File: config.mk
export PLATFORM = sky130hd
export DESIGN_NAME = hdbp_partitioner
export DESIGN_NICKNAME = d
export VERILOG_FILES = /design/src/hdbp_pkg.sv /design/src/hdbp_partitioner.sv /design/src/hdbp_resampler.sv
export VERILOG_INCLUDE_DIRS = /design/src
export SDC_FILE = /design/constraint.sdc
export NUM_CORES = 1
export LEC_CHECK = 0
export ABC_AREA = 1
export BUFFER_PORTS_ARGS = -buffer_cell sky130_fd_sc_hd__buf_2
export CORE_ASPECT_RATIO = 0.6
export CORE_UTILIZATION = 55
export CTS_CLUSTER_DIAMETER = 40
export DETAILED_ROUTE_END_ITERATION = 10
export PLACE_DENSITY = 0.88
export SYNTH_ARGS = -nofsm -noshare
export SYNTH_HDL_FRONTEND = slang
export SYNTH_HIERARCHICAL = 1
export SYNTH_SLANG_ARGS = --single-unit
File: constraint.sdc
create_clock -name clock -period 3.71 [get_ports clock]
set_input_delay 0.5565 -clock clock [delete_from_list [all_inputs] [get_ports clock]]
set_output_delay 0.5565 -clock clock [all_outputs]
set_load 0.01 [all_outputs]
File: src/hdbp_consts.svh
// Purpose: shared numeric constants of the video block partitioner
// Assumes: pixel sample clock domain only
// Notes:   definitions only
`ifndef HDBP_CONSTS_SVH
`define HDBP_CONSTS_SVH

// ****************************************
// line geometry
// ****************************************
`define HDBP_TOT_1080_60   12'h0_898
`define HDBP_TOT_1080_50   12'h0_A50
`define HDBP_TOT_720_60    12'h0_672
`define HDBP_TOT_720_50    12'h0_7BC
`define HDBP_LINES_1080    11'h465
`define HDBP_LINES_720     11'h2EE
`define HDBP_F1_FIRST      11'h015
`define HDBP_F1_LAST       11'h230
`define HDBP_F2_FIRST      11'h248
`define HDBP_F2_LAST       11'h463
`define HDBP_P_FIRST       11'h01A
`define HDBP_P_LAST        11'h2E9

// ****************************************
// resampling ratios (out over in)
// ****************************************
`define HDBP_NUM_2_3       3'h2
`define HDBP_DEN_2_3       3'h3
`define HDBP_NUM_3_4       3'h3
`define HDBP_DEN_3_4       3'h4

// ****************************************
// block and macro block geometry
// ****************************************
`define HDBP_BROWS_1080    8'h87
`define HDBP_BROWS_720     8'h5A
`define HDBP_BCOLS_1080_60 8'hA0
`define HDBP_BCOLS_1080_50 8'hB4
`define HDBP_BCOLS_720     8'h78
`define HDBP_BOTTOM_BROW   8'h86
`define HDBP_BOTTOM_MBROW  7'h43
`define HDBP_MAIN_LAST     7'h42
`define HDBP_LEFT_60       7'h28
`define HDBP_LEFT_50       7'h2D
`define HDBP_GRID_COLS     7'h0A
`define HDBP_GROUP_1080    7'h09
`define HDBP_GROUP_720     7'h06

`endif

File: src/hdbp_pkg.sv
// Purpose: types of the video block partitioner
// Assumes: nothing
// Notes:   constants live in hdbp_consts.svh
package hdbp_pkg;

  typedef enum logic [1:0] {
    HDBP_M1080_60 = 2'b00,
    HDBP_M1080_50 = 2'b01,
    HDBP_M720_60  = 2'b10,
    HDBP_M720_50  = 2'b11
  } hdbp_mode_type;

endpackage : hdbp_pkg

File: src/hdbp_partitioner.sv
// Purpose: resamples active video and tags every luma sample with its block position
// Assumes: source logic on the same clock; mode_select is a static pin
// Notes:   tags describe luma samples; chroma travels on out_c_valid
// Functional notes
// - 1080/50 resamples luma 1920 to 1440, chroma 960 to 720.
// - 720 modes resample luma 1280 to 960, chroma 640 to 480.
// - resampled samples keep at least eight bits.
// - active lines 21-560 and 584-1123, or 26-745 for 720 modes.
// - planes split into 8x8 blocks, counted from left and top.
// - 1080 blocks: even rows field one, odd rows field two.
// - 1080/60: 135 block rows, 160 luma and 80 chroma blocks.
// - 1080/50: 135 block rows, 180 luma and 90 chroma blocks.
// - 720: 90 block rows, 120 luma and 60 chroma blocks.
// - macro block: 2x2 luma blocks plus two vertical chroma pairs.
// - 1080 bottom macro row uses horizontal blocks: 40 or 45.
// - 1080/60: 67 rows of 80 plus bottom 40, 5400 total.
// - 1080/60 leftover set rearranged into 4 by 10 grid.
// - 1080/50: 67 rows of 90 plus bottom 45, 6075 total.
// - 1080/50: edge unit 135 macro blocks, main unit 66 by 90.
// - 720: 45 rows by 60 macro blocks.
// - 1080/60: groups of nine, divided block by row and group parity.
// - 1080/50 main unit: groups of nine, divided by parities.
// - 720: groups of six, odd frames map to upper divided blocks.
// - 1080/60 resamples luma 1920 to 1280, chroma 960 to 640.
// - input samples become two's complement by inverting the MSB.
`include "hdbp_consts.svh"
`timescale 1ns/1ps
`default_nettype none

module hdbp_partitioner (
  // clock and reset
  input  wire logic        clock,
  input  wire logic        reset,
  // mode pin
  input  wire logic [1:0]  mode_select,
  // source stream
  input  wire logic        pix_valid,
  input  wire logic        pix_sof,
  input  wire logic        pix_sol,
  input  wire logic        pix_active,
  input  wire logic [9:0]  pix_y,
  input  wire logic [9:0]  pix_cb,
  input  wire logic [9:0]  pix_cr,
  // resampled samples
  output logic             out_valid,
  output logic      [9:0]  out_y,
  output logic             out_c_valid,
  output logic      [9:0]  out_cb,
  output logic      [9:0]  out_cr,
  // position tags of out_y
  output logic      [7:0]  blk_col,
  output logic      [7:0]  blk_row,
  output logic      [2:0]  blk_xpos,
  output logic      [2:0]  blk_ypos,
  output logic      [6:0]  mb_row,
  output logic      [6:0]  mb_col,
  output logic             leftover,
  output logic      [1:0]  grid_row,
  output logic      [3:0]  grid_col,
  output logic             edge_unit,
  output logic      [1:0]  div_block,
  // status
  output logic      [1:0]  active_mode,
  output logic             line_len_err,
  output logic             frame_len_err
);

  // ****************************************
  // decoding helpers
  // ****************************************
  function automatic logic group_odd(input logic [6:0] col, input logic [6:0] size);
    logic [6:0] q;
    q = col / size;
    return q[0];
  endfunction : group_odd

  function automatic logic [11:0] line_total(input hdbp_pkg::hdbp_mode_type m);
    case (m)
      hdbp_pkg::HDBP_M1080_60: line_total = `HDBP_TOT_1080_60;
      hdbp_pkg::HDBP_M1080_50: line_total = `HDBP_TOT_1080_50;
      hdbp_pkg::HDBP_M720_60:  line_total = `HDBP_TOT_720_60;
      default:                 line_total = `HDBP_TOT_720_50;
    endcase
  endfunction : line_total

  function automatic logic [7:0] col_limit(input hdbp_pkg::hdbp_mode_type m);
    case (m)
      hdbp_pkg::HDBP_M1080_60: col_limit = `HDBP_BCOLS_1080_60;
      hdbp_pkg::HDBP_M1080_50: col_limit = `HDBP_BCOLS_1080_50;
      default:                 col_limit = `HDBP_BCOLS_720;
    endcase
  endfunction : col_limit

  // ****************************************
  // mode pin synchroniser and frame control
  // ****************************************
  logic [1:0]              mode_meta;
  logic [1:0]              mode_sync;
  hdbp_pkg::hdbp_mode_type mode;
  hdbp_pkg::hdbp_mode_type next_mode;
  logic [11:0]             samp_cnt;
  logic [11:0]             next_samp_cnt;
  logic [10:0]             line_cnt;
  logic [10:0]             next_line_cnt;
  logic                    line_seen;
  logic                    next_line_seen;
  logic                    frame_seen;
  logic                    next_frame_seen;
  logic                    frame_odd;
  logic                    next_frame_odd;
  logic                    c_phase;
  logic                    next_c_phase;
  logic                    next_line_len_err;
  logic                    next_frame_len_err;
  logic                    is1080;
  logic                    in_lines;
  logic                    field2;
  logic [10:0]             row;
  logic                    take;

  assign is1080 = !mode[1];
  assign field2 = line_cnt >= `HDBP_F2_FIRST;

  // active line windows per field or frame
  always_comb begin
    if (is1080) begin
      in_lines = (line_cnt >= `HDBP_F1_FIRST && line_cnt <= `HDBP_F1_LAST) ||
                 (line_cnt >= `HDBP_F2_FIRST && line_cnt <= `HDBP_F2_LAST);
      // field one on even rows of each block, field two on odd
      row = field2 ? 11'((line_cnt - `HDBP_F2_FIRST) * 2 + 1)
                   : 11'((line_cnt - `HDBP_F1_FIRST) * 2);
    end else begin
      in_lines = line_cnt >= `HDBP_P_FIRST && line_cnt <= `HDBP_P_LAST;
      row      = line_cnt - `HDBP_P_FIRST;
    end
  end

  assign take = pix_valid && pix_active && in_lines && !pix_sol;

  always_comb begin
    next_mode          = mode;
    next_samp_cnt      = samp_cnt;
    next_line_cnt      = line_cnt;
    next_line_seen     = line_seen;
    next_frame_seen    = frame_seen;
    next_frame_odd     = frame_odd;
    next_c_phase       = c_phase;
    next_line_len_err  = line_len_err;
    next_frame_len_err = frame_len_err;
    if (pix_valid) begin
      next_samp_cnt = pix_sol ? 12'h0_001 : 12'(samp_cnt + 12'h0_001);
      next_c_phase  = take ? !c_phase : c_phase;
      if (pix_sof) begin
        // a new mode only takes hold at a frame boundary
        next_mode          = hdbp_pkg::hdbp_mode_type'(mode_sync);
        next_line_cnt      = 11'h001;
        next_frame_odd     = !frame_odd;
        next_frame_seen    = 1'b1;
        next_line_len_err  = 1'b0;
        next_frame_len_err = 1'b0;
        if (frame_seen) begin
          next_frame_len_err = line_cnt != (is1080 ? `HDBP_LINES_1080 : `HDBP_LINES_720);
        end
      end else if (pix_sol) begin
        next_line_cnt = 11'(line_cnt + 11'h001);
      end
      if (pix_sol) begin
        next_line_seen = 1'b1;
        next_c_phase   = 1'b0;
        // every completed line must match the mode's total
        if (line_seen && samp_cnt != line_total(mode)) begin
          next_line_len_err = 1'b1;
        end
      end
    end
  end

  always_ff @(posedge clock) begin
    if (reset) begin
      mode_meta     <= 2'h0;
      mode_sync     <= 2'h0;
      mode          <= hdbp_pkg::HDBP_M1080_60;
      samp_cnt      <= 12'h0_000;
      line_cnt      <= 11'h000;
      line_seen     <= 1'b0;
      frame_seen    <= 1'b0;
      frame_odd     <= 1'b1;
      c_phase       <= 1'b0;
      line_len_err  <= 1'b0;
      frame_len_err <= 1'b0;
    end else begin
      mode_meta     <= mode_select;
      mode_sync     <= mode_meta;
      mode          <= next_mode;
      samp_cnt      <= next_samp_cnt;
      line_cnt      <= next_line_cnt;
      line_seen     <= next_line_seen;
      frame_seen    <= next_frame_seen;
      frame_odd     <= next_frame_odd;
      c_phase       <= next_c_phase;
      line_len_err  <= next_line_len_err;
      frame_len_err <= next_frame_len_err;
    end
  end

  assign active_mode = mode;

  // ****************************************
  // resamplers, one per component
  // ****************************************
  logic [2:0]  num;
  logic [2:0]  den;
  logic [29:0] comp_in;
  logic [2:0]  comp_in_valid;
  logic [2:0]  comp_out_valid;
  logic [29:0] comp_out;

  // 1080/60 uses two thirds, the other modes three quarters
  assign num = (mode == hdbp_pkg::HDBP_M1080_60) ? `HDBP_NUM_2_3 : `HDBP_NUM_3_4;
  assign den = (mode == hdbp_pkg::HDBP_M1080_60) ? `HDBP_DEN_2_3 : `HDBP_DEN_3_4;
  assign comp_in = {~pix_cr[9], pix_cr[8:0], ~pix_cb[9], pix_cb[8:0], ~pix_y[9], pix_y[8:0]};
  // chroma is co-sited with even luma samples
  assign comp_in_valid = {{2{take && !c_phase}}, take};

  genvar gi;
  generate
    for (gi = 0; gi < 3; gi++) begin : g_comp
      hdbp_resampler u_rs (
        .clock      (clock),
        .reset      (reset),
        .line_start (pix_valid && pix_sol),
        .ratio_num  (num),
        .ratio_den  (den),
        .in_valid   (comp_in_valid[gi]),
        .in_sample  (comp_in[gi*10 +: 10]),
        .out_valid  (comp_out_valid[gi]),
        .out_sample (comp_out[gi*10 +: 10])
      );
    end
  endgenerate

  // ****************************************
  // block and macro block tagging
  // ****************************************
  logic [10:0] xo;
  logic [10:0] next_xo;
  logic [10:0] row_q;
  logic        field2_q;
  logic        bottom;
  logic [6:0]  t_mb_row;
  logic [6:0]  t_mb_col;
  logic [6:0]  t_grid_row;
  logic [6:0]  t_grid_col;
  logic [6:0]  main_row;

  always_comb begin
    next_xo = xo;
    if (pix_valid && pix_sol) begin
      next_xo = 11'h000;
    end else if (comp_out_valid[0]) begin
      next_xo = 11'(xo + 11'h001);
    end
  end

  // 2x2 luma blocks span 16 columns and 2 block rows
  always_comb begin
    bottom     = is1080 && row_q[10:3] == `HDBP_BOTTOM_BROW;
    // bottom macro blocks are four blocks wide, one high
    t_mb_row   = bottom ? `HDBP_BOTTOM_MBROW : row_q[10:4];
    t_mb_col   = bottom ? xo[10:5] : xo[10:4];
    // leftover index folded into rows of ten
    t_grid_row = t_mb_col / `HDBP_GRID_COLS;
    t_grid_col = t_mb_col % `HDBP_GRID_COLS;
    main_row   = 7'(t_mb_row - 7'h01);
  end

  logic       next_leftover;
  logic       next_edge;
  logic [1:0] next_div;

  always_comb begin
    next_leftover = 1'b0;
    next_edge     = 1'b0;
    case (mode)
      hdbp_pkg::HDBP_M1080_60: begin
        // 67 regular rows then the bottom leftover row
        next_leftover = bottom;
        // row parity and nine-wide group parity
        next_div = bottom ? {t_grid_row[0], 1'b0}
                          : {t_mb_row[0], group_odd(t_mb_col, `HDBP_GROUP_1080)};
      end
      hdbp_pkg::HDBP_M1080_50: begin
        // 67 regular rows then a bottom row of 45
        // top row and bottom row form the edge unit
        next_edge = t_mb_row == 7'h00 || bottom;
        // main unit rows counted from the second row
        next_div  = next_edge ? 2'h0
                              : {main_row[0], group_odd(t_mb_col, `HDBP_GROUP_1080)};
      end
      default: begin
        // 45 by 60 grid, no bottom row
        // odd frames go to divided blocks two and three
        next_div = {frame_odd, group_odd(t_mb_col, `HDBP_GROUP_720)};
      end
    endcase
  end

  always_ff @(posedge clock) begin
    if (reset) begin
      xo          <= 11'h000;
      row_q       <= 11'h000;
      field2_q    <= 1'b0;
      out_valid   <= 1'b0;
      out_y       <= 10'h000;
      out_c_valid <= 1'b0;
      out_cb      <= 10'h000;
      out_cr      <= 10'h000;
      blk_col     <= 8'h00;
      blk_row     <= 8'h00;
      blk_xpos    <= 3'h0;
      blk_ypos    <= 3'h0;
      mb_row      <= 7'h00;
      mb_col      <= 7'h00;
      leftover    <= 1'b0;
      grid_row    <= 2'h0;
      grid_col    <= 4'h0;
      edge_unit   <= 1'b0;
      div_block   <= 2'h0;
    end else begin
      xo          <= next_xo;
      row_q       <= take ? row : row_q;
      field2_q    <= take ? field2 : field2_q;
      out_valid   <= comp_out_valid[0];
      out_c_valid <= comp_out_valid[1];
      if (comp_out_valid[0]) begin
        out_y     <= comp_out[9:0];
        // block column and row from left and top
        blk_col   <= xo[10:3];
        blk_row   <= row_q[10:3];
        blk_xpos  <= xo[2:0];
        blk_ypos  <= row_q[2:0];
        mb_row    <= t_mb_row;
        mb_col    <= t_mb_col;
        leftover  <= next_leftover;
        grid_row  <= next_leftover ? t_grid_row[1:0] : 2'h0;
        grid_col  <= next_leftover ? t_grid_col[3:0] : 4'h0;
        edge_unit <= next_edge;
        div_block <= next_div;
      end
      if (comp_out_valid[1]) begin
        out_cb    <= comp_out[19:10];
        out_cr    <= comp_out[29:20];
      end
    end
  end

  // ****************************************
  // checks
  // ****************************************
  a_line_len_flag : assert property (@(posedge clock) disable iff (reset)
    pix_valid && pix_sol && !pix_sof && line_seen && samp_cnt != line_total(mode)
    |=> line_len_err)
    else $error("short or long line not flagged");

  a_mode_frame_hold : assert property (@(posedge clock) disable iff (reset)
    !(pix_valid && pix_sof) |=> $stable(mode))
    else $error("mode changed inside a frame");

  a_block_row_range : assert property (@(posedge clock) disable iff (reset)
    out_valid |-> blk_row < (is1080 ? `HDBP_BROWS_1080 : `HDBP_BROWS_720))
    else $error("block row out of range");

  a_block_col_range : assert property (@(posedge clock) disable iff (reset)
    out_valid |-> blk_col < col_limit(mode))
    else $error("block column out of range");

  a_bottom_mb_shape : assert property (@(posedge clock) disable iff (reset)
    out_valid && is1080 && blk_row == `HDBP_BOTTOM_BROW
    |-> mb_row == `HDBP_BOTTOM_MBROW &&
        mb_col < (mode == hdbp_pkg::HDBP_M1080_60 ? `HDBP_LEFT_60 : `HDBP_LEFT_50))
    else $error("bottom macro block misplaced");

  a_leftover_grid : assert property (@(posedge clock) disable iff (reset)
    out_valid && leftover |-> grid_row * 10 + grid_col == mb_col && grid_col < 4'hA)
    else $error("leftover grid position wrong");

  a_main_unit_rows : assert property (@(posedge clock) disable iff (reset)
    out_valid && mode == hdbp_pkg::HDBP_M1080_50 && !edge_unit
    |-> mb_row >= 7'h01 && mb_row <= `HDBP_MAIN_LAST)
    else $error("main unit row out of range");

  a_field_rows : assert property (@(posedge clock) disable iff (reset)
    out_valid && is1080 |-> blk_ypos[0] == field2_q)
    else $error("field interleave broken");

  a_div_frame_720 : assert property (@(posedge clock) disable iff (reset)
    out_valid && !is1080 |-> div_block[1] == frame_odd)
    else $error("720 frame parity not in divided block");

  a_msb_inverted : assert property (@(posedge clock) disable iff (reset)
    take |-> comp_in[9] != pix_y[9])
    else $error("luma msb not inverted");

endmodule : hdbp_partitioner

`default_nettype wire

File: src/hdbp_resampler.sv
// Purpose: horizontal rational down-resampler for one colour component
// Assumes: ratio below one, so at most one output per input
// Notes:   two-tap interpolation, full 10-bit output
`timescale 1ns/1ps
`default_nettype none

module hdbp_resampler (
  // clock and reset
  input  wire logic        clock,
  input  wire logic        reset,
  // control
  input  wire logic        line_start,
  input  wire logic [2:0]  ratio_num,
  input  wire logic [2:0]  ratio_den,
  // input samples, two's complement
  input  wire logic        in_valid,
  input  wire logic [9:0]  in_sample,
  // output samples
  output logic             out_valid,
  output logic      [9:0]  out_sample
);

  logic [2:0]  acc;
  logic [9:0]  prev;
  logic [2:0]  next_acc;
  logic [9:0]  next_prev;
  logic        next_out_valid;
  logic [9:0]  next_out_sample;
  logic [3:0]  sum;
  logic [10:0] avg;

  always_comb begin
    sum             = {1'b0, acc} + {1'b0, ratio_num};
    avg             = {prev[9], prev} + {in_sample[9], in_sample};
    next_acc        = acc;
    next_prev       = prev;
    next_out_valid  = 1'b0;
    next_out_sample = out_sample;
    if (line_start && !in_valid) begin
      next_acc  = 3'h0;
      next_prev = 10'h000;
    end else if (in_valid) begin
      next_prev = in_sample;
      // phase accumulator, one output whenever the phase wraps
      if (sum >= {1'b0, ratio_den}) begin
        next_out_valid = 1'b1;
        next_acc       = 3'((sum - {1'b0, ratio_den}));
        // full 10-bit result, never truncated below 8 bits
        next_out_sample = (sum == {1'b0, ratio_den}) ? in_sample : avg[10:1];
      end else begin
        next_acc = sum[2:0];
      end
      if (line_start) begin
        next_acc  = ratio_num;
        next_prev = in_sample;
        next_out_valid  = 1'b0;
      end
    end
  end

  always_ff @(posedge clock) begin
    if (reset) begin
      acc        <= 3'h0;
      prev       <= 10'h000;
      out_valid  <= 1'b0;
      out_sample <= 10'h000;
    end else begin
      acc        <= next_acc;
      prev       <= next_prev;
      out_valid  <= next_out_valid;
      out_sample <= next_out_sample;
    end
  end

  // output only follows an accepted input
  a_output_follows_input : assert property (@(posedge clock) disable iff (reset)
    out_valid |-> $past(in_valid))
    else $error("resampler output without input");

endmodule : hdbp_resampler

`default_nettype wire

==> After elaboration in Yosys (flattened, before gate mapping) <==
Index checks and enable logic that the tools add are counted.
W data, S select, Z words.
{ "word_totals": {"reg_bits": 206, "latchBits": 0, "ramBits": 0, "romBits": 0, "in_bits": 38, "out_inout_bits": 82, "word_cells": 159, "mem_count": 0} }
{ "op_classes": {"addsub": 17, "multipliers": 0, "div_mod_pow": 4, "magnitude_cmp": 9, "n_eq_ne": 8, "n_shift": 0, "mux": 38, "bitwise": 7, "reduce_logical": 36} }
{ "ops": {"columns": ["op", "count"], "rows": [
  ["$mux W11", 5],
  ["$mux W12", 3],
  ["$pmux W12 S3", 1],
  ["$add A10 B10 Y11", 3],
  ["$mux W10", 3],
  ["$add A11 B1 Y11 const B", 2],
  ["$ge A11 B5 Y1 const B", 2],
  ["$le A11 B10 Y1 const B", 2],
  ["$mux W3", 7],
  ["$div A7 B4 Y7 const B", 2],
  ["$mux W7", 2],
  ["$add A12 B1 Y12 const B", 1],
  ["$add A3 B2 Y4", 3],
  ["$eq A4 B3 Y1", 3],
  ["$ge A4 B3 Y1", 3],
  ["$logic_and A1 B1 Y1", 12],
  ["$mux W1", 12],
  ["$ne A12 B12 Y1", 1],
  ["$add A11 B2 Y11 const B", 1],
  ["$ge A11 B10 Y1 const B", 1],
  ["$le A11 B11 Y1 const B", 1],
  ["$ne A11 B11 Y1", 1],
  ["$sub A11 B5 Y11 const B", 1],
  ["$sub A10 B10 Y10 const B", 1],
  ["other kinds (21)", 46]
]} }

==> Depth between registers and ports, before layout <==
Gate-level depths: netlist of run 1.
{ "logic_depth": {"ltp_word": 11, "depth_mapped": 32, "ltp_nobuf": 31} }

==> Modules after synthesis <==
The synthesis of run 1 kept the hierarchy.
{ "modules_own_cells": {"columns": ["mod", "instances", "cells_each", "area_each_um2", "seq_area_each_um2"], "rows": [
  ["hdbp_partitioner", 1, 988, 6975.4, 2702.6],
  ["hdbp_resampler at g_comp[0].u_rs ...", 2, 289, 1846.8, 480.5],
  ["hdbp_resampler at g_comp[2].u_rs", 1, 286, 1794.2, 480.5]
]} }

==> Least setup slack after synthesis of run 1 <==
OpenSTA, ideal clock, no wires.
{ "synth_timing": {"path_type": "register -> register", "start": "register mode[1] (netlist: active_mode[1])", "end": "register g_comp[1].u_rs.out_sample[8]", "setup_ns": 0.119, "arrival_time_ns": 3.500, "required_ns": 3.591, "path_slack_ns": 0.091, "stages_incl_launch_ff": 19, "n_path_buf": 3, "synth_period_minus_slack_ns": 3.619, "path_cell_list": "dfxtp_1 buf_6 inv_4 clkbuf_1 ha_1 inv_1 ha_1 fa_1 xnor2_1 inv_1 ha_1 a21o_1 a21oi_2 nand2_4 nand2_4 buf_8 nor2_1 nand2_1 a21oi_2"} }
{ "synth_via": {"elab_cells_between_ends": 15, "classes_between": "add/sub: 1; order compare: 1; eq/ne: 1; mux: 4; bitwise: 1; reduce/logical: 7"} }
{ "synth_rtl": {"columns": ["item", "line_no", "rtl"], "rows": [
  ["from (decl)", "hdbp_partitioner.sv:99", "hdbp_pkg::hdbp_mode_type mode;"],
  ["from (signal assigned)", "hdbp_partitioner.sv:182", "mode <= hdbp_pkg::HDBP_M1080_60;"],
  ["from (signal assigned)", "hdbp_partitioner.sv:194", "mode <= next_mode;"],
  ["$logic_not A2 Y1 (*)", "hdbp_partitioner.sv:220", "assign den = (mode == hdbp_pkg::HDBP_M1080_60) ? `HDBP_DEN_2_3 : `HDBP_DEN_3_4;"],
  ["$mux W3 (no line) (*)", null, null],
  ["named net den[0]", "hdbp_partitioner.sv:212", "logic [2:0] den;"],
  ["$ge A4 B3 Y1 / $eq A4 B3 Y1 (equally long branches)", "hdbp_resampler.sv:45, hdbp_resampler.sv:49", null],
  ["$reduce_and A3 Y1 (no line) / $mux W10 (equally long branches)", null, null],
  ["to (signal assigned)", "hdbp_resampler.sv:71", "out_sample <= next_out_sample;"],
  ["to (decl)", "hdbp_resampler.sv:20", "output logic [9:0] out_sample"]
]} }
Mark *: on every way through the listed nets, which the timed path passes. The rest lies on a longest branch.
A chain may end at the register's enable or synchronous reset.

==> Worst setup path in the final report of run 1 <==
{ "layout_timing": {"start": "register mode[1] (netlist: active_mode[1])", "end": "register g_comp[1].u_rs.out_sample[2]"} }
Same word-level chain as after synthesis.

==> results.md, run 1 <==
Pwr:
- Summing internal, switching and leakage power gives 5.32 mW.
- The power density over the cells is 368 nW/um2.
- The leakage power summed over all cells is approximately 7.4 nW.
- The worst supply voltage drop on vdd is 0.000322 V.

Detailed routing:
- In this run, the number of DRC markers left after iteration 0 of detailed routing was between 1000 and 1500.
- The first detailed-routing pass took 5 iterations.
- Once detail routing completed, the nets flagged for antenna violations numbered 0.
- The total via count in the routed design is about 13000.
- The remaining routing DRC violations is 0.
- Dividing the detail-routed wire length by the instance count gives ~15 um.
- Dividing the detail-routed via count by the number of cells gives ~5.4.
- The final layout contains routed wiring with a total length of roughly 34000 um.

Placement:
- The number of buffers inserted by port buffering is between 100 and 150.
- The global placement routability congestion is around 1.0.
- The HPWL after detailed placement is roughly 25000 um.
- The worst-case setup slack after placement is 0.116 ns.

STA:
- Setup repair after global routing could not meet its margin everywhere.
- After routing, the total negative slack on setup checks comes to 0 ns.
- The slew at the pin closest to its max-slew limit is ~0.96 ns.
- The final count of negative-setup-slack endpoints is 0.
- The final hold violation count is 0.
- The final worst hold slack is between 0.2 and 0.25 ns.
- The number of slew-limit violations in the final report is 0.
- The relative slew slack is 0.354.
- Between clock sinks in the finished design, the worst skew comes to 0.0112 ns.
- The final critical path time including I/O delays and setup is around 3.5 ns.
- Setup slack closes at 0.218 ns.
- Based on the critical path, the design can be clocked at up to around 0.29 GHz.
- Of the available clock period, the critical path in the final layout requires 0.941.

Setup path:
- The worst register-to-register path has a depth of 16.
- In this run the critical register-to-register path is captured at g_comp[1].u_rs/out_sample[2].
- The worst setup path is captured at a register.
- Data on the critical path arrives at its endpoint at roughly 3.9 ns.
- The worst setup path is of the register to register kind.
- The register-to-register path setup slack is ~0.22 ns.
- STA puts the critical path data required time at between 4 and 5 ns.
- Along the worst path, the maximum fanout reaches 13.
- The startpoint kind of the worst setup timing path is a register.
- Tracing the worst setup path back leads to its startpoint at active_mode[1].
- The startpoint of the worst register-to-register path is active_mode[1].

Clocking:
- TritonCTS built the clock tree.
- CTS placed an instance of clkbuf_16 at the clock tree root.
- No sink is reached through more buffers than the 3 on the longest clock path.
- TritonCTS created 27 clock buffers.
- At the later pin of the worst-skew pair, clock insertion delay measures about 0.54 ns.
- The number of hold buffers added after CTS was 0.
- The number of clock sinks seen by CTS is ~210.
- The clock edge transition at the registers on the reported setup and hold paths is 0.06 ns.
- The maximum level of the CTS H-tree is 1.

Layout:
- The library cells used most frequently in the layout, excluding fill and tap cells, are nand2_1 (429), nor2_1 (238), dfxtp_1 (201), inv_1 (199), o21ai_0 (137).
- The layout cell share with drive strength beyond 1 is 0.164.
- Summing all multi-input logic gate instances after layout gives about 7300 um2.
- After filler insertion, the fill cell instance count of the layout stands at 1960.
- The final core area utilization is 0.654.
- Leaving out fill and tap cells, the most frequent cell in the layout is nand2_1.
- From synthesis to final layout, the design area changed by 16.3%.
- Registers take slightly above 4000 um2.
- The repair_antennas step left the layout with diodes totalling 0.
- The net count of the finished layout is around 2100.

Floorplanning:
- The die covers approximately 23000 um2.
- The I/O pin count is 120.
- The floorplan step set the die width to 196 um.
- The placeable core region is ~22000 um2.
- The effective utilization at floorplan is 0.562.
- In this run the core area contains 42 standard-cell rows.
- The die height is between 100 and 150 um.

GRT:
- The first global-routing pass estimated ~56000 um of wire.
- The total global-route track usage is 0.293.
- The via count of the first global-routing pass came to 11128.
- The initial antenna violation count is 1.
- Entering global routing, the biggest net connects 58 pins.
- After global routing the overflow that remains totals 0.

Hold path:
- The worst hold path terminates at mode_meta[1].
- Counting instances, the worst hold path has a depth of 3.
- The startpoint of the most critical hold path is mode_select[1].
- The type of the tightest min-delay check is primary input to register.

Synth:
- The number of warnings reported in the yosys synthesis log is 6.
- After technology mapping, the gate count stands at 1850.
- The mean instance size in the synthesized netlist is just under 7 um2.
- The post-synthesis instance area is between 10000 and 15000 um2.

Job:
- Max-cap violations in this run came to 0.

Run status:
- The run finished with clean final reports.
state kept, by name, indices dropped and copies added, names as in the netlist, 3 cells and up:
| register | flops |
|---|---|
| blk_col | 8 |
| blk_row | 8 |
| blk_xpos | 3 |
| blk_ypos | 3 |
| g_comp.u_rs/acc | 9 |
| g_comp.u_rs/out_sample | 30 |
| g_comp.u_rs/prev | 30 |
| grid_col | 4 |
| line_cnt | 11 |
| mb_col | 7 |
| mb_row | 7 |
| out_cb | 10 |
| out_cr | 10 |
| out_y | 10 |
| row_q | 11 |
| samp_cnt | 12 |
| xo | 11 |
where the power goes:
| part | internal, mW | switching, mW |
|---|---|---|
| Combinational | 0.113 | 0.230 |
| Sequential | 2.23 | 0.0148 |
| Clock | 1.60 | 1.14 |
area by class of cell:
cell class / count / area share
Clock buffer: 28 / 0.0470
Clock inverter: 21 / 0.0176
Multi-Input combinational cell: 1368 / 0.504
Tap cell: 308 / 0.0266
Inverter: 229 / 0.0603
Timing Repair Buffer: 153 / 0.0588
Sequential cell: 206 / 0.286
worst max-delay path by stage:
| stage | endpoint | slack (ns) | cells past startpoint |
|---|---|---|---|
| after global placement | grid_col[2] | 0.36 | 30 |
| final | g_comp[1].u_rs/out_sample[2] | 0.22 | 16 |
| after CTS | grid_col[2] | 0.04 | 28 |
| after detailed placement | grid_col[1] | 0.12 | 28 |
| after floorplan | g_comp[1].u_rs/out_sample[8] | 0.09 | 18 |
| after global routing | grid_col[2] | -0.07 | 29 |
metal layers:
| metal | track usage | vias up | wire, um |
|---|---|---|---|
| li1 | - | 6255 | - |
| met3 | 0.0568 | 47 | 2980 |
| met2 | 0.430 | 513 | 14200 |
| met5 | 0 | - | 0 |
| met1 | 0.438 | 5708 | 16700 |
| met4 | 0.0654 | 0 | 603 |
repair_timing:
| item | in CTS | in global routing |
|---|---|---|
| setup endpoints to repair | 0 | 17 |
| gates resized for setup | 0 | 26 |
| setup buffers | 0 | 6 |
| hold endpoints to repair | 0 | 0 |
stage by stage:
stage / area, um2 / std cells
5_1_grt: 14500 / 2313
4_1_cts: 14300 / 2307
6_report: 14500 / 2313
3_5_place_dp: 13400 / 2258
3_3_place_gp: 13400 / 2258
2_1_floorplan: 12500 / 1863
worst max-delay path: stages, from the launching register on:
cell     delay (ns)
dfxtp_1        0.37
inv_4          0.05
buf_4          0.18
ha_1           0.20
inv_1          0.31
ha_1           0.23
fa_1           0.47
fa_1           0.46
a21o_1         0.20
a21oi_2        0.20
nand2_4        0.11
nand2_4        0.20
inv_4          0.09
nor2_1         0.11
nor2_1         0.04
o21ai_1        0.12
inv_2          0.03
(Power assumes the default switching activity.)
==> run 2, diff against run 1 <==
==> constraint.sdc (replaced) <==
create_clock -name clock -period 3.71 [get_ports clock]
set_input_delay 0.371 -clock clock [delete_from_list [all_inputs] [get_ports clock]]
set_output_delay 0.371 -clock clock [all_outputs]
set_load 0.01 [all_outputs]
==> run 2 against run 1 <==
  * Largest cell class unchanged
  * Core utilization rose by 0.074 points
  * Clock skew increased by 0.0059 ns
  * Cell area grew 0.11%
  * Hold slack lost 0.15 ns
==> results.md, run 2 (synthesis results as in run 1) <==
Run status:
- Result of the run: complete, no violations (unchanged).

Layout:
- The count of nets after finishing is 2109 (unchanged).
- The area of combinational cells with multiple inputs is 7310 um2 (was 7290 um2).
- The layout cell share with drive strength beyond 1 is 0.166 (was 0.164).
- The commonest non-fill, non-tap cell in the layout is nand2_1 (unchanged).
- The total non-filler cell area in the finished layout is 14500 um2 (about the same).
- Biggest registers after layout: g_comp.u_rs/out_sample (30), g_comp.u_rs/prev (30), samp_cnt (12) (unchanged).
- The number of inserted diodes is 0 (unchanged).
- Most frequent cells in the layout: nand2_1 (428), nor2_1 (239), dfxtp_1 (201), inv_1 (199), o21ai_0 (138) (was nand2_1 (429), nor2_1 (238), dfxtp_1 (201), inv_1 (199), o21ai_0 (137)).
- The area of all sequential standard cells is 4130 um2 (unchanged).
- The layout overhead on the synthesized area is 16.4% (was 16.3%).
- The filler cell count in the final layout came to 1968 (was 1960).

Clocking:
- The hold buffer count at CTS is 0 (unchanged).
- The CTS tree is done (unchanged).
- The clock buffer count from CTS is 24 (was 27).
- The clock tree buffer depth is 3 (unchanged).
- The clock edge transition at the registers on the reported setup and hold paths was 0.06 ns (about the same).
- The clock latency reported for the late side of the worst-skew pair is 0.52 ns (was 0.54 ns).
- The maximum level of the CTS H-tree was 1 (unchanged).
- The library cell used as clock root buffer is clkbuf_16 (unchanged).
- The number of clock sinks seen by CTS is 206 (unchanged).

Hold path:
- The type of the tightest min-delay check is primary input to register (unchanged).

Setup path:
- The largest driver fanout on the critical path was 10 (was 13).
- The family with the most delay on the worst path is simple AND/OR/NAND/NOR gates (was adder cells).
- The endpoint type of the worst setup path is a register (unchanged).
- The highest cell delay on the worst timing path is 0.34 ns (was 0.47 ns).
- The sum of buffers and inverters on the critical path is 3 (was 5).
- The startpoint kind of the worst setup timing path is a register (unchanged).
- The critical path required time is 4.16 ns (was 4.15 ns).
- The arrival time at the worst endpoint is 4.02 ns (was 3.93 ns).
- The cell that appears most often on the critical path is nand2_2.
- The critical setup path kind was register to register (unchanged).
- The cell type of the slowest stage on the worst timing path was dfxtp_2 (was fa_1).

Detailed routing:
- The count of TritonRoute iterations in the first routing pass came to 6 (was 5).
- The final wirelength is 34500 um (was 34400 um).
- The total via count in the routed design is 12519 (was 12523).
- The remaining routing DRC violations came to 0 (unchanged).
- The vias per cell came to 5.42 (was 5.41).
- The DRC violation total after the first TritonRoute iteration is 1194 (was 1140).
- The average wire length per cell after detail routing is 14.9 um (about the same).
- The number of nets still failing antenna checks after routing was 0 (unchanged).

Floorplanning:
- The area of the die came to 23200 um2 (unchanged).
- The placeable core region is 22100 um2 (unchanged).
- The width of the chip was 196 um (unchanged).
- The effective utilization at floorplan came to 0.562 (unchanged).
- The number of standard-cell rows in the floorplan is 42 (unchanged).
- The die height came to 118 um (unchanged).
- The I/O pin count is 120 (unchanged).

GRT:
- The wire length of the first global-routing pass is 55500 um (was 55700 um).
- The total global-route track usage came to 0.290 (was 0.293).
- The overflow left after global routing is 0 (unchanged).
- The maximum number of pins on one net before global-route repair is 73 (was 58).
- The via count of the first global-routing pass came to 11353 (was 11128).
- The initial antenna violation count is 0 (was 1).

STA:
- The final count of negative-setup-slack endpoints came to 0 (unchanged).
- The portion of the clock cycle consumed by the worst path in the final layout is 0.964 (was 0.941).
- The timing-limited maximum frequency is 0.280 GHz (was 0.286 GHz).
- The final critical path time including I/O delays and setup came to 3.58 ns (was 3.49 ns).
- The relative slew slack is 0.189 (was 0.354).
- The slew at the pin closest to its max-slew limit is 1.20 ns (was 0.957 ns).
- The worst clock skew on the final layout is 0.0171 ns (was 0.0112 ns).
- The number of slew-limit violations in the final report is 0 (unchanged).
- The final worst hold slack came to 0.0693 ns (was 0.221 ns).
- The final hold violation count is 0 (unchanged).

Placement:
- The HPWL after detailed placement came to 25300 um (was 25000 um).
- The placed instance area is 13400 um2 (about the same).
- The global placement routability congestion came to 0.983 (was 0.996).
- The number of buffers inserted by port buffering was 119 (unchanged).

Pwr:
- The total power consumption of the routed design is 5.23 mW (was 5.32 mW).
- The power density over the cells is 361 nW/um2 (was 368 nW/um2).
- The worst supply voltage drop on vdd is 0.000302 V (was 0.000322 V).
- The leakage power summed over all cells is 7.40 nW (was 7.39 nW).

Job:
- The number of max-cap violations was 0 (unchanged).
## run 2: changes by cell type in the layout (fill, tap and decap cells not counted), sizes merged
cell / change
clkbuf: -1
bufinv: +1
clkinvlp: -1
buf: +3
inv: -4
## run 2: worst paths after layout
| path | slack [ns] | cells past startpoint | end | from |
|---|---|---|---|---|
| max | 0.13 | 31 | grid_col[1] | row_q[8] |
| min reg2reg | 0.41 | 2 | mode_sync[1] | mode_meta[1] |
| min | 0.07 | 3 | mode_meta[1] | mode_select[1] |
| max reg2reg | 0.13 | 31 | grid_col[1] | row_q[8] |
## run 2: final cells by class
class / instances / area share
inverters: 229 / 0.0602
clock inverters: 17 / 0.0173
clock buffers: 27 / 0.0451
well taps: 308 / 0.0266
multi-input cells: 1368 / 0.505
flip-flops and latches: 206 / 0.285
repair buffers: 156 / 0.0603
## run 2: where the power goes
group	switching [mW]	internal, mW
clock network	1.05	1.59
logic	0.230	0.113
registers	0.0138	2.23
## run 2: worst reg2reg max path: cells and delay by family, from the launching register on
family	cells	cell delay, ns
AND/OR/NAND/NOR	23	2.07
adder cells (fa/ha/maj)	3	0.54
flip-flops	1	0.34
buffers and inverters	3	0.30
AO/OA/AOI/OAI	2	0.25
## run 2: per-stage QoR
stage / worst slack [ns] / cells / utilization / TNS [ns]
after floorplan: 0.0906 / 1863 / - / 0
after global placement: 0.356 / 2257 / 0.606 / 0
after detailed placement: 0.0747 / 2257 / 0.606 / 0
after CTS: 0.0472 / 2301 / 0.647 / 0
after global routing: -0.107 / 2311 / 0.654 / -0.250
final: 0.133 / 2311 / 0.654 / 0
## run 2: routing by layer
metal / share of wire / vias up / GRT usage / wire length [um]
met4: 0.021 / 0 / 0.0664 / 725
met3: 0.087 / 62 / 0.0522 / 3000
met5: 0 / - / 0 / 0
li1: - / 6238 / - / -
met1: 0.48 / 5713 / 0.426 / 16500
met2: 0.41 / 506 / 0.438 / 14300
## run 2: what timing repair did
action,4_1_cts,5_1_grt
setup endpoints to repair,0,5
setup buffers,0,10
gates resized for setup,0,30
==> run 3, diff against run 2 <==
- CORE_UTILIZATION: 55 -> 52
- CTS_BUF_LIST: default -> sky130_fd_sc_hd__clkbuf_2 sky130_fd_sc_hd__clkbuf_4 sky130_fd_sc_hd__clkbuf_8
- PLACE_DENSITY: 0.88 -> 0.84
- RECOVER_POWER: default -> 100
==> run 3 against run 2 <==
  * Clock-buffer cell count up 20
  * Routed wire length up 1.1%
  * Global-route usage down 1.4 points
  * Highest routed layer unchanged
  * Clock power down 11%
  * Die area up 5.7%
  * Power down 5.8%
  * Sequential power about the same
  * Largest power group unchanged
  * Hold slack worse by 0.036 ns
  * Setup slack better by 0.0094 ns
  * Via count up 1.0%
  * Final cell count up 1.1%
  * Sequential cell count unchanged
  * Critical endpoint is now grid_col[2]
==> results.md, run 3 (synthesis results as in run 1) <==
Layout:
- The layout cell share with drive strength beyond 1 is 0.129 (was 0.166).
- The count of nets after finishing came to 2124 (was 2109).
- The layout overhead on the synthesized area is 14.7% (was 16.4%).
- Biggest registers after layout: g_comp.u_rs/out_sample (30), g_comp.u_rs/prev (30), samp_cnt (12) (unchanged).
- The number of inserted diodes came to 0 (unchanged).
- The commonest non-fill, non-tap cell in the layout is nand2_1 (unchanged).
- Most frequent cells in the layout: nand2_1 (428), nor2_1 (238), dfxtp_1 (203), inv_1 (198), o21ai_0 (138) (was nand2_1 (428), nor2_1 (239), dfxtp_1 (201), inv_1 (199), o21ai_0 (138)).
- The final cell count without fillers is 2337 (was 2311).

Floorplanning:
- The width of the chip is 202 um (was 196 um).
- The placeable core region is 23300 um2 (was 22100 um2).
- The number of standard-cell rows in the floorplan came to 43 (was 42).
- The effective utilization at floorplan is 0.534 (was 0.562).
- The die height came to 122 um (was 118 um).
- The I/O pin count is 120 (unchanged).
- The area of the die is 24600 um2 (was 23200 um2).

Setup path:
- The number of cell instances on the worst register-to-register path is 30 (was 31).
- The register-to-register path setup slack is 0.14 ns (was 0.13 ns).
- The library cell appearing most often on the critical path is nand2_2 (unchanged).
- The largest driver fanout on the critical path is 10 (unchanged).
- The endpoint type of the worst setup path is a register (unchanged).
- The startpoint kind of the worst setup timing path is a register (unchanged).
- The startpoint of the worst register-to-register path is row_q[8] (unchanged).
- The highest cell delay on the worst timing path was 0.33 ns (was 0.34 ns).
- The endpoint of the most critical register-to-register path is grid_col[2] (was grid_col[1]).
- The cell type of the slowest stage on the worst timing path is dfxtp_2 (unchanged).
- The critical setup path kind is register to register (unchanged).
- The critical path required time is 4.10 ns (was 4.16 ns).
- The arrival time at the worst endpoint is 3.96 ns (was 4.02 ns).

GRT:
- The maximum number of pins on one net before global-route repair is 73 (unchanged).
- The total global-route track usage is 0.276 (was 0.290).
- The wire length of the first global-routing pass is 55500 um (about the same).
- The initial antenna violation count came to 0 (unchanged).
- The overflow left after global routing is 0 (unchanged).
- The via count of the first global-routing pass is 11338 (was 11353).

Detailed routing:
- The average wire length per cell after detail routing is 14.9 um (about the same).
- The DRC violation total after the first TritonRoute iteration is 1204 (was 1194).
- The total via count in the routed design came to 12649 (was 12519).
- The count of TritonRoute iterations in the first routing pass came to 7 (was 6).
- The remaining routing DRC violations is 0 (unchanged).
- The final wirelength came to 34800 um (was 34500 um).
- The number of nets still failing antenna checks after routing is 0 (unchanged).
- The vias per cell is 5.41 (was 5.42).

STA:
- The worst clock skew on the final layout is 0.0157 ns (was 0.0171 ns).
- The final hold violation count is 0 (unchanged).
- The slew at the pin closest to its max-slew limit came to 1.48 ns (was 1.20 ns).
- The relative slew slack is 0.0146 (was 0.189).
- The number of slew-limit violations in the final report is 0 (unchanged).
- The final critical-path setup slack is 0.143 ns (was 0.133 ns).
- The timing-limited maximum frequency is 0.280 GHz (about the same).
- The final count of negative-setup-slack endpoints is 0 (unchanged).
- The portion of the clock cycle consumed by the worst path in the final layout is 0.962 (was 0.964).
- The setup TNS was 0 ns (unchanged).
- The final worst hold slack is 0.0333 ns (was 0.0693 ns).
- The final critical path time including I/O delays and setup is 3.57 ns (was 3.58 ns).

Clocking:
- The clock edge transition at the registers on the reported setup and hold paths came to 0.07 ns (was 0.06 ns).
- The CTS tree is done (unchanged).
- The clock latency reported for the late side of the worst-skew pair is 0.54 ns (was 0.52 ns).
- The library cell used as clock root buffer is clkbuf_8 (was clkbuf_16).
- The clock tree buffer depth is 3 (unchanged).
- The maximum level of the CTS H-tree is 2 (was 1).
- The clock buffer count from CTS came to 35 (was 24).
- The number of clock sinks seen by CTS is 206 (unchanged).

Hold path:
- The type of the tightest min-delay check is primary input to register (unchanged).
- The startpoint of the most critical hold path was mode_select[1] (unchanged).
- The endpoint of the worst hold path is mode_meta[1] (unchanged).
- The worst hold path cell count is 3 (unchanged).

Pwr:
- The leakage power summed over all cells is 6.98 nW (was 7.40 nW).
- The worst supply voltage drop on vdd is 0.000282 V (was 0.000302 V).
- The power density over the cells was 346 nW/um2 (was 361 nW/um2).

Placement:
- The total instance count after detailed placement came to 2268 (was 2257).
- The number of buffers inserted by port buffering is 119 (unchanged).
- The worst-case setup slack after placement is 0.167 ns (was 0.0747 ns).
- The global placement routability congestion is 0.975 (was 0.983).
- The HPWL after detailed placement is 25200 um (was 25300 um).

Run status:
- Result of the run: complete, no violations (unchanged).

Job:
- The number of max-cap violations is 0 (unchanged).
==> run 3: worst max-delay path by stage <==
stage	from	to	slack, ns	depth (start not counted)
after floorplan	active_mode[1]	g_comp[1].u_rs/out_sample[8]	0.09	18
after CTS	row_q[5]	grid_col[1]	0.12	27
final	row_q[8]	grid_col[2]	0.14	30
after global routing	row_q[8]	grid_col[2]	-0.10	30
after global placement	row_q[8]	grid_col[1]	0.35	29
after detailed placement	row_q[5]	grid_col[1]	0.17	27
==> run 3: area by class of cell <==
type                            count  area, um2
Clock buffer                       47        609
Clock inverter                     12        174
Fill cell                        2169       9030
Inverter                          229        875
Multi-Input combinational cell   1368       7300
Sequential cell                   206       4130
Tap cell                          315        394
Timing Repair Buffer              160        778
==> run 3: layer usage <==
layer  global-route usage  vias up  share of wire
li1                     -     6272              -
met1                0.404     5785           0.48
met2                0.399      531           0.41
met3               0.0645       61          0.093
met4               0.0824        0          0.019
met5                    0        -              0
==> run 3: power by group <==
part | internal, mW | total [mW] | switching [mW]
Clock | 1.35 | 2.35 | 0.998
Sequential | 2.23 | 2.24 | 0.0139
Combinational | 0.111 | 0.338 | 0.227
==> run 3: critical path, delay by kind of cell (launching register included) <==
| family | cells | cell delay, ns |
|---|---|---|
| buffers and inverters | 3 | 0.22 |
| AND/OR/NAND/NOR | 22 | 2.20 |
| adder cells (fa/ha/maj) | 3 | 0.50 |
| AO/OA/AOI/OAI | 2 | 0.15 |
| flip-flops | 1 | 0.33 |
==> run 3: what timing repair did <==
action                                  in CTS  in global routing
setup buffers                                0                 10
endpoints found under the setup margin       0                  5
hold buffers                                 0                  0
gates resized for setup                      0                 29
==> run 3: through the flow <==
stage / util / power, mW / instance area, um2
after global placement: 0.577 / 2.61 / 13400
after CTS: 0.611 / 4.96 / 14200
final: 0.612 / 4.93 / 14300
after global routing: 0.612 / 5.10 / 14300
after detailed placement: 0.577 / 2.62 / 13400
after floorplan: - / 2.51 / 12500
